$ cat src/core/flash_pkg.sv
package flash_pkg;

   localparam logic [7:0] WRITE_ENABLE_CMD = 8'h06;
   localparam logic [7:0] WRITE_DISABLE_CMD = 8'h04;
   localparam logic [7:0] STATUS_LO_CMD = 8'h05;
   localparam logic [7:0] STATUS_HI_CMD = 8'h35;
   localparam logic [7:0] QUAD_IO_READ_CMD = 8'hEB;
   localparam logic [7:0] WRAP_SET_CMD = 8'h77;
   localparam logic [7:0] PAGE_PROGRAM_CMD = 8'h02;
   localparam logic [7:0] QUAD_PROGRAM_CMD = 8'h32;
   localparam logic [7:0] SECTOR_ERASE_CMD = 8'h20;
   localparam logic [7:0] BLOCK_ERASE_CMD = 8'h52;

   // Field lengths in bits; quad read dummy clocks
   localparam logic [5:0] CMD_BITS = 6'h08;
   localparam logic [5:0] ADDR_BITS = 6'h18;
   localparam logic [5:0] MODE_BITS = 6'h08;
   localparam logic [5:0] DATA_BITS = 6'h08;
   localparam logic [5:0] WRAP_FRAME_BITS = 6'h20;
   localparam logic [5:0] DUMMY_CLKS = 6'h04;

   // Mode byte nibble that keeps continuous read
   localparam logic [3:0] CONT_KEEP_NIBBLE = 4'hA;

   // Wrap bits, msb first; bit 0 disables wrapping (default)
   localparam int WRAP_DISABLE_POS = 0;
   localparam logic [2:0] WRAP_RESET = 3'h1;
   localparam logic [7:0] WRAP_MIN_BYTES = 8'h08;

   // Status layout: low byte bit 0/1, high byte bit 1 (status bit 9)
   localparam int BUSY_POS = 0;
   localparam int LATCH_POS = 1;
   localparam int QUAD_EN_POS = 1;

   // Array geometry and protection granularity
   localparam int DEV_ADDR_W = 21;
   localparam int PROT_BASE_SHIFT = 15;
   localparam int PAGE_BYTES = 256;
   localparam int FIFO_DEPTH = 8;

   // Self-timed cycle lengths
   localparam longint CLK_HZ = 20_000_000;
   localparam longint PROG_TIME_NS = 400_000;
   localparam longint SECTOR_TIME_NS = 45_000_000;
   localparam longint BLOCK_TIME_NS = 150_000_000;
   localparam int PROG_CYCLES = int'((PROG_TIME_NS * CLK_HZ) / 64'd1_000_000_000);
   localparam int SECTOR_CYCLES = int'((SECTOR_TIME_NS * CLK_HZ) / 64'd1_000_000_000);
   localparam int BLOCK_CYCLES = int'((BLOCK_TIME_NS * CLK_HZ) / 64'd1_000_000_000);

   typedef enum logic [3:0] {
      ST_CMD    = 4'h0,
      ST_ADDR   = 4'h1,
      ST_MODE   = 4'h2,
      ST_DUMMY  = 4'h3,
      ST_RDATA  = 4'h4,
      ST_PDATA  = 4'h5,
      ST_EDONE  = 4'h6,
      ST_STAT   = 4'h7,
      ST_WRAP   = 4'h8,
      ST_IGNORE = 4'h9
   } phase_e;

endpackage

$ cat src/core/flash_wr_fifo.sv
`timescale 1ns/10ps
module flash_wr_fifo #(
   parameter int WIDTH = 32,
   parameter int DEPTH = 8
) (
   // Clock and reset
   input wire logic clk_i,
   input wire logic resetn_i,
   input wire logic ce_i,
   // Fill side
   input wire logic in_valid_i,
   output logic in_ready_o,
   input wire logic [WIDTH-1:0] in_data_i,
   // Drain side
   output logic out_valid_o,
   input wire logic out_ready_i,
   output logic [WIDTH-1:0] out_data_o
);
   localparam int AW = $clog2(DEPTH);

   logic [WIDTH-1:0] mem_ff [DEPTH];
   logic [AW:0] wr_ptr_ff;
   logic [AW:0] rd_ptr_ff;
   logic full;
   logic empty;
   logic push;
   logic pop;

   // Extra pointer bit tells full from empty
   assign empty = (wr_ptr_ff == rd_ptr_ff);
   assign full = (wr_ptr_ff[AW-1:0] == rd_ptr_ff[AW-1:0]) && (wr_ptr_ff[AW] != rd_ptr_ff[AW]);
   assign in_ready_o = ~full;
   assign out_valid_o = ~empty;
   assign push = in_valid_i & ~full & ce_i;
   assign pop = out_ready_i & ~empty & ce_i;
   assign out_data_o = mem_ff[rd_ptr_ff[AW-1:0]];

   always_ff @(posedge clk_i or negedge resetn_i)
   begin
      if (!resetn_i)
      begin
         wr_ptr_ff <= '0;
         rd_ptr_ff <= '0;
      end
      else
      begin
         if (push)
            wr_ptr_ff <= wr_ptr_ff + 1'b1;
         if (pop)
            rd_ptr_ff <= rd_ptr_ff + 1'b1;
      end
   end

   always_ff @(posedge clk_i)
   begin
      if (push)
         mem_ff[wr_ptr_ff[AW-1:0]] <= in_data_i;
   end

endmodule

$ cat src/core/flash_cmd_seq.sv
// Contract
// Mode byte A?h: next quad read after reselect skips the command.
// Other mode byte leaves continuous mode; next frame needs a command.
// Host may send a mode reset frame to leave continuous mode.
// With wrap on, quad read wraps within aligned 8/16/32/64 byte section.
// Wrap setup frame: 77h, 24 dummy bits, one wrap byte, then deselect.
// Wrap bit 4 low enables wrap; bits 6:5 pick length; default disabled.
// Stored wrap setting applies to all later quad reads until rewritten.
// Program and erase accepted only with write enable latch set.
// Single-line program: 02h, three address bytes, at least one data byte.
// Program data past page end continues at the start of that page.
// Over 256 data bytes: only the last 256 programmed.
// Fewer bytes: only addressed bytes programmed, rest of page kept.
// Program runs only if deselect follows a whole data byte.
// Deselect starts self-timed program; busy bit high till end; latch cleared.
// Status reads are answered while a program or erase cycle runs.
// Program to a protected page is not executed.
// Quad program 32h on four lines needs the quad enable bit set.
// Sector erase 20h plus address runs only if deselect follows address.
// Valid sector erase runs self-timed with busy bit high, clears latch.
// Sector erase to a protected sector is not executed.
// Block erase 52h plus address; deselect right after last address bit.
// Protected block erase not executed; accepted one runs self-timed busy.
// Commands decoded from each select start; early deselect abandons frame.
`timescale 1ns/10ps
module flash_cmd_seq #(
   parameter int PROG_CYC = flash_pkg::PROG_CYCLES,
   parameter int SECTOR_CYC = flash_pkg::SECTOR_CYCLES,
   parameter int BLOCK_CYC = flash_pkg::BLOCK_CYCLES,
   parameter int FIFO_DEPTH = flash_pkg::FIFO_DEPTH
) (
   // Clock, reset, enable
   input wire logic clk_i,
   input wire logic resetn_i,
   input wire logic ce_i,
   // Serial link pins
   input wire logic chip_select_n_i,
   input wire logic serial_clock_i,
   input wire logic [3:0] data_line_i,
   output logic [3:0] data_line_o,
   output logic [3:0] data_line_oe_o,
   // Configuration and status
   input wire logic quad_enable_bit_i,
   input wire logic [4:0] block_protect_bits_i,
   output logic write_in_progress_o,
   output logic write_enable_latch_o,
   output logic [2:0] wrap_bits_o,
   output logic continuous_read_o,
   // Array read port
   output logic [23:0] mem_raddr_o,
   input wire logic [7:0] mem_rdata_i,
   // Array program stream
   output logic prog_valid_o,
   input wire logic prog_ready_i,
   output logic [23:0] prog_addr_o,
   output logic [7:0] prog_data_o,
   // Array erase request
   output logic erase_req_o,
   output logic [23:0] erase_addr_o,
   output logic erase_block_o
);
   localparam int PB = flash_pkg::PAGE_BYTES;

   function automatic logic prot_hit(input logic [23:0] a, input logic [4:0] bp);
      logic [21:0] lim;
      logic [21:0] off;
      lim = 22'h000001 << (flash_pkg::PROT_BASE_SHIFT + int'(bp[2:0]));
      off = bp[3] ? {1'b0, a[20:0]} : (22'h1FFFFF - {1'b0, a[20:0]});
      return (bp[2:0] != 3'h0) && (off < lim);
   endfunction

   // First stage feeds only the second
   logic [5:0] sync1_ff;
   logic [5:0] sync2_ff;
   logic sclk_d_ff;
   logic cs_d_ff;
   logic cs_n;
   logic sclk;
   logic [3:0] dq;
   logic rise;
   logic fall;
   logic cs_rise;

   always_ff @(posedge clk_i or negedge resetn_i)
   begin
      if (!resetn_i)
      begin
         sync1_ff <= 6'h01;
         sync2_ff <= 6'h01;
         sclk_d_ff <= 1'b0;
         cs_d_ff <= 1'b1;
      end
      else if (ce_i)
      begin
         sync1_ff <= {data_line_i, serial_clock_i, chip_select_n_i};
         sync2_ff <= sync1_ff;
         sclk_d_ff <= sclk;
         cs_d_ff <= cs_n;
      end
   end

   assign cs_n = sync2_ff[0];
   assign sclk = sync2_ff[1];
   assign dq = sync2_ff[5:2];
   assign rise = ce_i & ~cs_n & sclk & ~sclk_d_ff;
   assign fall = ce_i & ~cs_n & ~sclk & sclk_d_ff;
   assign cs_rise = ce_i & cs_n & ~cs_d_ff;

   flash_pkg::phase_e st_ff;
   logic [7:0] cmd_ff;
   logic [31:0] sh_ff;
   logic [5:0] cnt_ff;
   logic quad_ff;
   logic [23:0] addr_ff;
   logic [7:0] pidx_ff;
   logic [PB-1:0] pvalid_ff;
   logic [7:0] pbuf_ff [PB];
   logic got_byte_ff;
   logic [23:0] rd_addr_ff;
   logic nib_ff;
   logic [2:0] sr_bit_ff;
   logic [3:0] dq_o_ff;
   logic [3:0] dq_oe_ff;
   logic wel_ff;
   logic cont_ff;
   logic [2:0] wrap_ff;
   logic wip_ff;
   logic [31:0] busy_cnt_ff;
   logic [7:0] walk_ff;
   logic walking_ff;
   logic erase_req_ff;
   logic erase_block_ff;

   logic [31:0] nxt_sh;
   logic [5:0] nxt_cnt;
   logic byte_done;
   logic [7:0] status_byte;
   logic wrap_en;
   logic [7:0] wrap_mask;
   logic [23:0] rd_inc;
   logic [23:0] nxt_rd_addr;
   logic prot;
   logic start_prog;
   logic start_erase;
   logic [7:0] rx_byte;
   logic fifo_in_valid;
   logic fifo_in_ready;
   logic fifo_out_valid;
   logic [31:0] fifo_out_data;
   logic cycle_done;

   assign nxt_sh = quad_ff ? {sh_ff[27:0], dq} : {sh_ff[30:0], dq[0]};
   assign nxt_cnt = cnt_ff + (quad_ff ? 6'h04 : 6'h01);
   assign rx_byte = nxt_sh[7:0];
   assign byte_done = (nxt_cnt == flash_pkg::DATA_BITS);
   assign status_byte = (cmd_ff == flash_pkg::STATUS_HI_CMD)
                      ? (8'h00 | (8'(quad_enable_bit_i) << flash_pkg::QUAD_EN_POS))
                      : ((8'(wel_ff) << flash_pkg::LATCH_POS) | (8'(wip_ff) << flash_pkg::BUSY_POS));
   assign wrap_en = ~wrap_ff[flash_pkg::WRAP_DISABLE_POS];
   assign wrap_mask = (flash_pkg::WRAP_MIN_BYTES << wrap_ff[2:1]) - 8'h01;
   assign rd_inc = rd_addr_ff + 24'h000001;
   assign nxt_rd_addr = wrap_en
      ? {rd_addr_ff[23:8], (rd_addr_ff[7:0] & ~wrap_mask) | (rd_inc[7:0] & wrap_mask)}
      : rd_inc;
   assign prot = prot_hit(addr_ff, block_protect_bits_i);
   assign start_prog = cs_rise & (st_ff == flash_pkg::ST_PDATA) & (cnt_ff == 6'h00)
                     & got_byte_ff & ~prot;
   assign start_erase = cs_rise & (st_ff == flash_pkg::ST_EDONE) & ~prot;

   always_ff @(posedge clk_i or negedge resetn_i)
   begin
      if (!resetn_i)
      begin
         st_ff <= flash_pkg::ST_CMD;
         cmd_ff <= 8'h00;
         sh_ff <= 32'h00000000;
         cnt_ff <= 6'h00;
         quad_ff <= 1'b0;
         addr_ff <= 24'h000000;
         pidx_ff <= 8'h00;
         pvalid_ff <= '0;
         got_byte_ff <= 1'b0;
         rd_addr_ff <= 24'h000000;
         nib_ff <= 1'b0;
         sr_bit_ff <= 3'h7;
         dq_o_ff <= 4'h0;
         dq_oe_ff <= 4'h0;
         wel_ff <= 1'b0;
         cont_ff <= 1'b0;
         wrap_ff <= flash_pkg::WRAP_RESET;
         erase_req_ff <= 1'b0;
         erase_block_ff <= 1'b0;
      end
      else if (ce_i)
      begin
         erase_req_ff <= start_erase;
         if (start_erase)
            erase_block_ff <= (cmd_ff == flash_pkg::BLOCK_ERASE_CMD);
         if (start_prog | start_erase)
            wel_ff <= 1'b0;
         if (cs_n)
         begin
            // Deselect abandons any partial frame
            st_ff <= (cont_ff & ~wip_ff) ? flash_pkg::ST_ADDR : flash_pkg::ST_CMD;
            cmd_ff <= (cont_ff & ~wip_ff) ? flash_pkg::QUAD_IO_READ_CMD : cmd_ff;
            quad_ff <= cont_ff & ~wip_ff;
            cnt_ff <= 6'h00;
            dq_oe_ff <= 4'h0;
         end
         else if (fall)
         begin
            case (st_ff)
               flash_pkg::ST_RDATA:
               begin
                  dq_oe_ff <= 4'hF;
                  dq_o_ff <= nib_ff ? mem_rdata_i[3:0] : mem_rdata_i[7:4];
                  nib_ff <= ~nib_ff;
                  if (nib_ff)
                     rd_addr_ff <= nxt_rd_addr;
               end
               flash_pkg::ST_STAT:
               begin
                  dq_oe_ff <= 4'h2;
                  dq_o_ff <= {2'h0, status_byte[sr_bit_ff], 1'b0};
                  sr_bit_ff <= sr_bit_ff - 3'h1;
               end
               default:
               begin
                  dq_oe_ff <= 4'h0;
               end
            endcase
         end
         else if (rise)
         begin
            sh_ff <= nxt_sh;
            cnt_ff <= nxt_cnt;
            case (st_ff)
               flash_pkg::ST_CMD:
               begin
                  if (nxt_cnt == flash_pkg::CMD_BITS)
                  begin
                     cmd_ff <= rx_byte;
                     cnt_ff <= 6'h00;
                     st_ff <= flash_pkg::ST_IGNORE;
                     sr_bit_ff <= 3'h7;
                     if (rx_byte == flash_pkg::STATUS_LO_CMD || rx_byte == flash_pkg::STATUS_HI_CMD)
                        st_ff <= flash_pkg::ST_STAT;
                     else if (!wip_ff)
                     begin
                        case (rx_byte)
                           flash_pkg::WRITE_ENABLE_CMD: wel_ff <= 1'b1;
                           flash_pkg::WRITE_DISABLE_CMD: wel_ff <= 1'b0;
                           flash_pkg::WRAP_SET_CMD: st_ff <= flash_pkg::ST_WRAP;
                           flash_pkg::QUAD_IO_READ_CMD:
                           begin
                              st_ff <= quad_enable_bit_i ? flash_pkg::ST_ADDR
                                                         : flash_pkg::ST_IGNORE;
                              quad_ff <= quad_enable_bit_i;
                           end
                           flash_pkg::PAGE_PROGRAM_CMD, flash_pkg::SECTOR_ERASE_CMD,
                           flash_pkg::BLOCK_ERASE_CMD:
                              st_ff <= wel_ff ? flash_pkg::ST_ADDR : flash_pkg::ST_IGNORE;
                           flash_pkg::QUAD_PROGRAM_CMD:
                           begin
                              st_ff <= (wel_ff & quad_enable_bit_i) ? flash_pkg::ST_ADDR
                                                                   : flash_pkg::ST_IGNORE;
                              quad_ff <= wel_ff & quad_enable_bit_i;
                           end
                           default: st_ff <= flash_pkg::ST_IGNORE;
                        endcase
                     end
                  end
               end
               flash_pkg::ST_ADDR:
               begin
                  if (nxt_cnt == flash_pkg::ADDR_BITS)
                  begin
                     addr_ff <= nxt_sh[23:0];
                     rd_addr_ff <= nxt_sh[23:0];
                     pidx_ff <= nxt_sh[7:0];
                     cnt_ff <= 6'h00;
                     pvalid_ff <= '0;
                     got_byte_ff <= 1'b0;
                     case (cmd_ff)
                        flash_pkg::QUAD_IO_READ_CMD: st_ff <= flash_pkg::ST_MODE;
                        flash_pkg::PAGE_PROGRAM_CMD, flash_pkg::QUAD_PROGRAM_CMD:
                           st_ff <= flash_pkg::ST_PDATA;
                        default: st_ff <= flash_pkg::ST_EDONE;
                     endcase
                  end
               end
               flash_pkg::ST_MODE:
               begin
                  if (nxt_cnt == flash_pkg::MODE_BITS)
                  begin
                     cont_ff <= (rx_byte[7:4] == flash_pkg::CONT_KEEP_NIBBLE);
                     cnt_ff <= 6'h00;
                     st_ff <= flash_pkg::ST_DUMMY;
                  end
               end
               flash_pkg::ST_DUMMY:
               begin
                  cnt_ff <= cnt_ff + 6'h01;
                  nib_ff <= 1'b0;
                  if (cnt_ff == flash_pkg::DUMMY_CLKS - 6'h01)
                     st_ff <= flash_pkg::ST_RDATA;
               end
               flash_pkg::ST_PDATA:
               begin
                  if (byte_done)
                  begin
                     cnt_ff <= 6'h00;
                     got_byte_ff <= 1'b1;
                     pvalid_ff[pidx_ff] <= 1'b1;
                     pidx_ff <= pidx_ff + 8'h01;
                  end
               end
               flash_pkg::ST_WRAP:
               begin
                  if (nxt_cnt == flash_pkg::WRAP_FRAME_BITS)
                  begin
                     wrap_ff <= rx_byte[6:4];
                     st_ff <= flash_pkg::ST_IGNORE;
                  end
               end
               // Extra clock voids erase
               flash_pkg::ST_EDONE: st_ff <= flash_pkg::ST_IGNORE;
               default: cnt_ff <= 6'h00;
            endcase
         end
      end
   end

   // Repeat offset overwrites: last 256 bytes win
   always_ff @(posedge clk_i)
   begin
      if (rise && st_ff == flash_pkg::ST_PDATA && byte_done)
         pbuf_ff[pidx_ff] <= rx_byte;
   end

   // Walk page buffer into FIFO while the timer runs out
   assign fifo_in_valid = walking_ff & pvalid_ff[walk_ff];
   assign cycle_done = wip_ff & ~walking_ff & ~fifo_out_valid & (busy_cnt_ff == 32'h0);

   always_ff @(posedge clk_i or negedge resetn_i)
   begin
      if (!resetn_i)
      begin
         wip_ff <= 1'b0;
         busy_cnt_ff <= 32'h0;
         walk_ff <= 8'h00;
         walking_ff <= 1'b0;
      end
      else if (ce_i)
      begin
         if (start_prog | start_erase)
         begin
            wip_ff <= 1'b1;
            walking_ff <= start_prog;
            walk_ff <= 8'h00;
            busy_cnt_ff <= start_prog ? 32'(PROG_CYC)
                         : (cmd_ff == flash_pkg::BLOCK_ERASE_CMD) ? 32'(BLOCK_CYC)
                         : 32'(SECTOR_CYC);
         end
         else
         begin
            if (busy_cnt_ff != 32'h0)
               busy_cnt_ff <= busy_cnt_ff - 32'h1;
            if (walking_ff && (!pvalid_ff[walk_ff] || fifo_in_ready))
            begin
               walk_ff <= walk_ff + 8'h01;
               if (walk_ff == 8'hFF)
                  walking_ff <= 1'b0;
            end
            if (cycle_done)
               wip_ff <= 1'b0;
         end
      end
   end

   flash_wr_fifo #(
      .WIDTH(32),
      .DEPTH(FIFO_DEPTH)
   ) u_fifo (
      .clk_i(clk_i),
      .resetn_i(resetn_i),
      .ce_i(ce_i),
      .in_valid_i(fifo_in_valid),
      .in_ready_o(fifo_in_ready),
      .in_data_i({addr_ff[23:8], walk_ff, pbuf_ff[walk_ff]}),
      .out_valid_o(fifo_out_valid),
      .out_ready_i(prog_ready_i),
      .out_data_o(fifo_out_data)
   );

   assign data_line_o = dq_o_ff;
   assign data_line_oe_o = dq_oe_ff & {4{~cs_n}};
   assign write_in_progress_o = wip_ff;
   assign write_enable_latch_o = wel_ff;
   assign wrap_bits_o = wrap_ff;
   assign continuous_read_o = cont_ff;
   assign mem_raddr_o = rd_addr_ff;
   assign prog_valid_o = fifo_out_valid;
   assign prog_addr_o = fifo_out_data[31:8];
   assign prog_data_o = fifo_out_data[7:0];
   assign erase_req_o = erase_req_ff;
   assign erase_addr_o = addr_ff;
   assign erase_block_o = erase_block_ff;

endmodule

$ cat config.mk
export PLATFORM = sky130hd
export DESIGN_NAME = flash_cmd_seq
export DESIGN_NICKNAME = d
export VERILOG_FILES = /design/src/core/flash_pkg.sv /design/src/core/flash_wr_fifo.sv /design/src/core/flash_cmd_seq.sv
export SDC_FILE = /design/constraint.sdc
export NUM_CORES = 2
export LEC_CHECK = 0
export ABC_AREA = 1
export BUFFER_PORTS_ARGS = -buffer_cell sky130_fd_sc_hd__buf_2
export CORE_ASPECT_RATIO = 0.5
export CORE_MARGIN = 2
export CORE_UTILIZATION = 50
export CTS_CLUSTER_DIAMETER = 120
export DETAILED_ROUTE_END_ITERATION = 6
export MAX_ROUTING_LAYER = met4
export PLACE_DENSITY = 0.73
export SLEW_MARGIN = 30
export SYNTH_ARGS = -nofsm -noshare
export SYNTH_HDL_FRONTEND = slang
export SYNTH_SLANG_ARGS = --single-unit
$ cat constraint.sdc
create_clock -name clk_i -period 26.8 [get_ports clk_i]
set_input_delay 2.68 -clock clk_i [delete_from_list [all_inputs] [get_ports clk_i]]
set_output_delay 2.68 -clock clk_i [all_outputs]
set_load 0.005 [all_outputs]
==> flow_summary.toml <==
[sta]
finalHoldViolations = 0
fin_setup_tns_ps = 0
setup_viol = 0
slew_headroom = 0.327
clock.fmax_ghz = 0.124
hold_slack_ps = 479
finalCriticalPeriod_ps = 8070
worst_slew_pin_slew_ps = 1010
fin_crit_sh = 0.301
slew_violations = 0
skew_ps = 42.5
grt_setup_unrepaired = "false"
setup_ws_ps = 18730

[pwr]
power_mw = 13.1
power_density_mw_per_mm2 = 106
switchingPower_mw = 4.85
p_leak_nw = 42.5
swShare = 0.371
p_int_mw = 8.25
combPwrFrac = 0.320
vdd_drop_max_v = 0.0000962
power_frac_seq = 0.413
clock_power_share = 0.267

[logic_synthesis]
synth_compound_area_frac = 0.131
synth_area_mm2 = 0.113
synthAdderAreaFrac = 0.00400
syn_area_per_cell_um2 = 11.8
syn_inst = 9525
synth_edf_count = 2304
synth_area_leaders = "edfxtp_1 61%, dfrtp_1 9.5%, o21ai_0 6.1%"
synth_xor_area_frac = 0.00465
synth_flop_cell = "edfxtp_1"
yosys_warnings = 0
yosysTopAreaCell = "edfxtp_1"
ys_seq_area_frac = 0.711
synth_top_area_frac = 0.614
synthMuxAreaShare = 0.000355
synth.distinct_cells = 55
synth-async-reset-ratio = 0.159
synth_top_family_by_area = "compound AO/OA/AOI/OAI gates"
synthSimpleGateAreaFrac = 0.114
ys_ff_latch = 2740

[min_path]
hold_path_class = "reg -> reg"
hp-start = "sync1_ff[1]$_DFFE_PN0P_"

[cells_and_area]
syn_to_final_growth_pct = 10.0
fill_cells = 17800
final_util = 0.552
drive_gt1_frac = 0.0740
final_nets = 9429
multi_input_area_mm2 = 0.0289
regArea_mm2 = 0.0801

[grt]
grt_max_degree = 186
grt_first_pass_wirelength_um = 449000
grt_pass1_vias = 72200
overflow = 0
grt_usage = 0.266
antenna_found_initial = 8

[placement]
place_ws_ps = 18770
portBuffers = 119
gp_congestion = 0.911
hpwl_um = 169000

[worst_setup_path]
path_max_fanout = 172
criticalPathCategory = "reg -> reg"
cp_slowest_cell = "buf_4"
end_kind = "flip-flop"
path_cells = "inv_8, buf_12, buf_12, buf_4, buf_4, buf_4, o21ai_0, nand3_1, nand3_1, nand2_1, nand3_1, nand3_1, nand3_1, nand2_1, nand2_1, nor4_2, buf_4"
rr_startpoint = "walk_ff[0]$_DFFE_PN0P_"
cp.required_ps = 27300
cp_num_buf_inv = 7
critPathLaunchType = "flip-flop"
cp-startpoint = "walk_ff[0]$_DFFE_PN0P_"
cp_top_family = "buffers and inverters"
crit_top_cell = "nand3_1"
cp.arrival_ps = 8580
cpPeakStageDelay_ps = 740

[clock_tree]
clkTransAtPathRegs_ps = 70
numCtsBuffers = 234
cts.repair.resized = 0
cts_tree = "done"
ctsHoldBuffers = 0
clkSinkCount = 2740
cts.path.max_buffers = 3
h-tree-depth = 4
post_cts_buffers = 0
worstSkewPairLatency_ps = 890
cts-root-buf = "clkbuf_16"

[die]
fp.dieW_um = 675
initial_core_util = 0.502
core_mm2 = 0.224
dieArea_mm2 = 0.229
rows = 123
ioPinCount = 121
die_y_um = 340

[detailed_routing]
dr.first_iter.drc_count = 10900
routed_wirelength_um = 303000
vias = 77000
postRouteAntennaNets = 0
routedWlPerCell_um = 24.1
routed_via_density = 6.12
drc = 3
drtPass1Iterations = 7

[flow_run]
maxCapViolCount = 0

[outcome]
status = "complete, but fails checks"
violations = "design-rule violations"
## metrics by stage
stage	instances	cell area, um2
6_report	12600	124000
5_1_grt	12600	124000
4_1_cts	12600	124000
3_5_place_dp	12100	116000
3_3_place_gp	12100	116000
2_1_floorplan	9530	113000
## synth_stat cells (42+ instances only)
master	n
a21oi_1	144
a31oi_1	55
buf_2	113
clkbuf_1	496
dfrtp_1	429
edfxtp_1	2304
inv_1	307
nand2_1	856
nand3_1	410
nor2_1	1812
nor3_1	42
o211ai_1	76
o21a_1	265
o21ai_0	1377
o221ai_1	187
o22ai_1	366
## path summary, 6_finish.rpt
path	to	slack, ps	depth (start not counted)
max	u_fifo.mem_ff[6][8]$_DFFE_PP_	18730	17
min	sync1_ff[1]$_DFFE_PN0P_	480	2
max reg2reg	u_fifo.mem_ff[6][8]$_DFFE_PP_	18730	17
min reg2reg	sync1_ff[1]$_DFFE_PN0P_	480	2
max in group asynchronous	pvalid_ff[5]$_DFFE_PN0P_	22860	3
min in group asynchronous	mem_raddr_o[21]$_DFFE_PN0P_	1780	1
## final cells by class
class                   count  area share
flip-flops and latches   2740       0.647
multi-input cells        5820       0.233
clock buffers             325      0.0527
well taps                3000      0.0303
repair buffers            260      0.0158
clock inverters           125      0.0111
inverters                 313     0.00998
diodes                     11    0.000222
## registers in the layout, summed over array words and instances, names as in the netlist, 6 cells and up, named ones only
signal	flops
cnt_ff	6
mem_raddr_o	21
pbuf_ff	2048
sh_ff	23
sync1_ff	6
pvalid_ff	256
u_fifo.mem_ff	256
busy_cnt_ff	32
sync2_ff	6
walk_ff	8
cmd_ff	8
pidx_ff	8
erase_addr_o	24
## power by group through the flow
stage               combinational [mW]  clock, mW  sequential [mW]
finish                            4.19       3.50             5.41
floorplan                         2.50          0             5.62
detailed placement                4.06          0             5.50
global placement                  3.96          0             5.50
global route                      4.50       3.68             5.42
CTS                               4.08       3.51             5.41
## placed cells by master (no fill, tap or decap), types with 8 or more instances in the layout
cell type | synthesis | final
clkinv_2 | 0 | 38
o21a_1 | 265 | 265
diode_2 | 0 | 11
buf_12 | 0 | 16
a21oi_1 | 144 | 143
ha_1 | 36 | 36
a22oi_1 | 8 | 8
buf_4 | 26 | 114
or2_2 | 8 | 8
buf_6 | 0 | 8
nand2_1 | 856 | 848
edfxtp_1 | 2304 | 2304
clkinv_1 | 2 | 42
buf_2 | 113 | 118
clkbuf_1 | 496 | 62
nand3_1 | 410 | 402
nand4_1 | 36 | 36
clkbuf_8 | 0 | 25
nor4_1 | 19 | 16
bufinv_16 | 0 | 26
a31oi_1 | 55 | 55
nor3_1 | 42 | 42
clkbuf_16 | 0 | 238
nor2_1 | 1812 | 1789
o22ai_1 | 366 | 366
nand3_2 | 10 | 17
xnor2_1 | 27 | 27
o21ai_0 | 1377 | 1375
o221ai_1 | 187 | 187
o211ai_1 | 76 | 76
nor2_2 | 1 | 16
nor2_4 | 0 | 8
inv_1 | 307 | 296
xor2_1 | 31 | 31
dfrtp_1 | 429 | 422
## logic make-up after synthesis
| family | Yosys count |
|---|---|
| XOR/XNOR | 59 |
| multiplexers | 4 |
| other | 1 |
| flip-flops | 2740 |
| AO/OA/AOI/OAI | 2509 |
| adder cells (fa/ha/maj) | 36 |
| AND/OR/NAND/NOR | 3206 |
| buffers and inverters | 970 |
## per-layer routing
metal,track usage,up-vias,wire (um),share of wire
met5,-,-,0,0
met4,0.0908,0,10800,0.036
met3,0.0503,626,34900,0.12
met2,0.402,4541,139000,0.46
met1,0.364,37800,118000,0.39
li1,-,34100,-,-
## worst min-delay path, stage by stage (launching register included)
cell and delay [ps]:
dfrtp_1 350, nand2_1 50, nand2_1 50
Note: power is estimated with default switching activity, not from simulation.
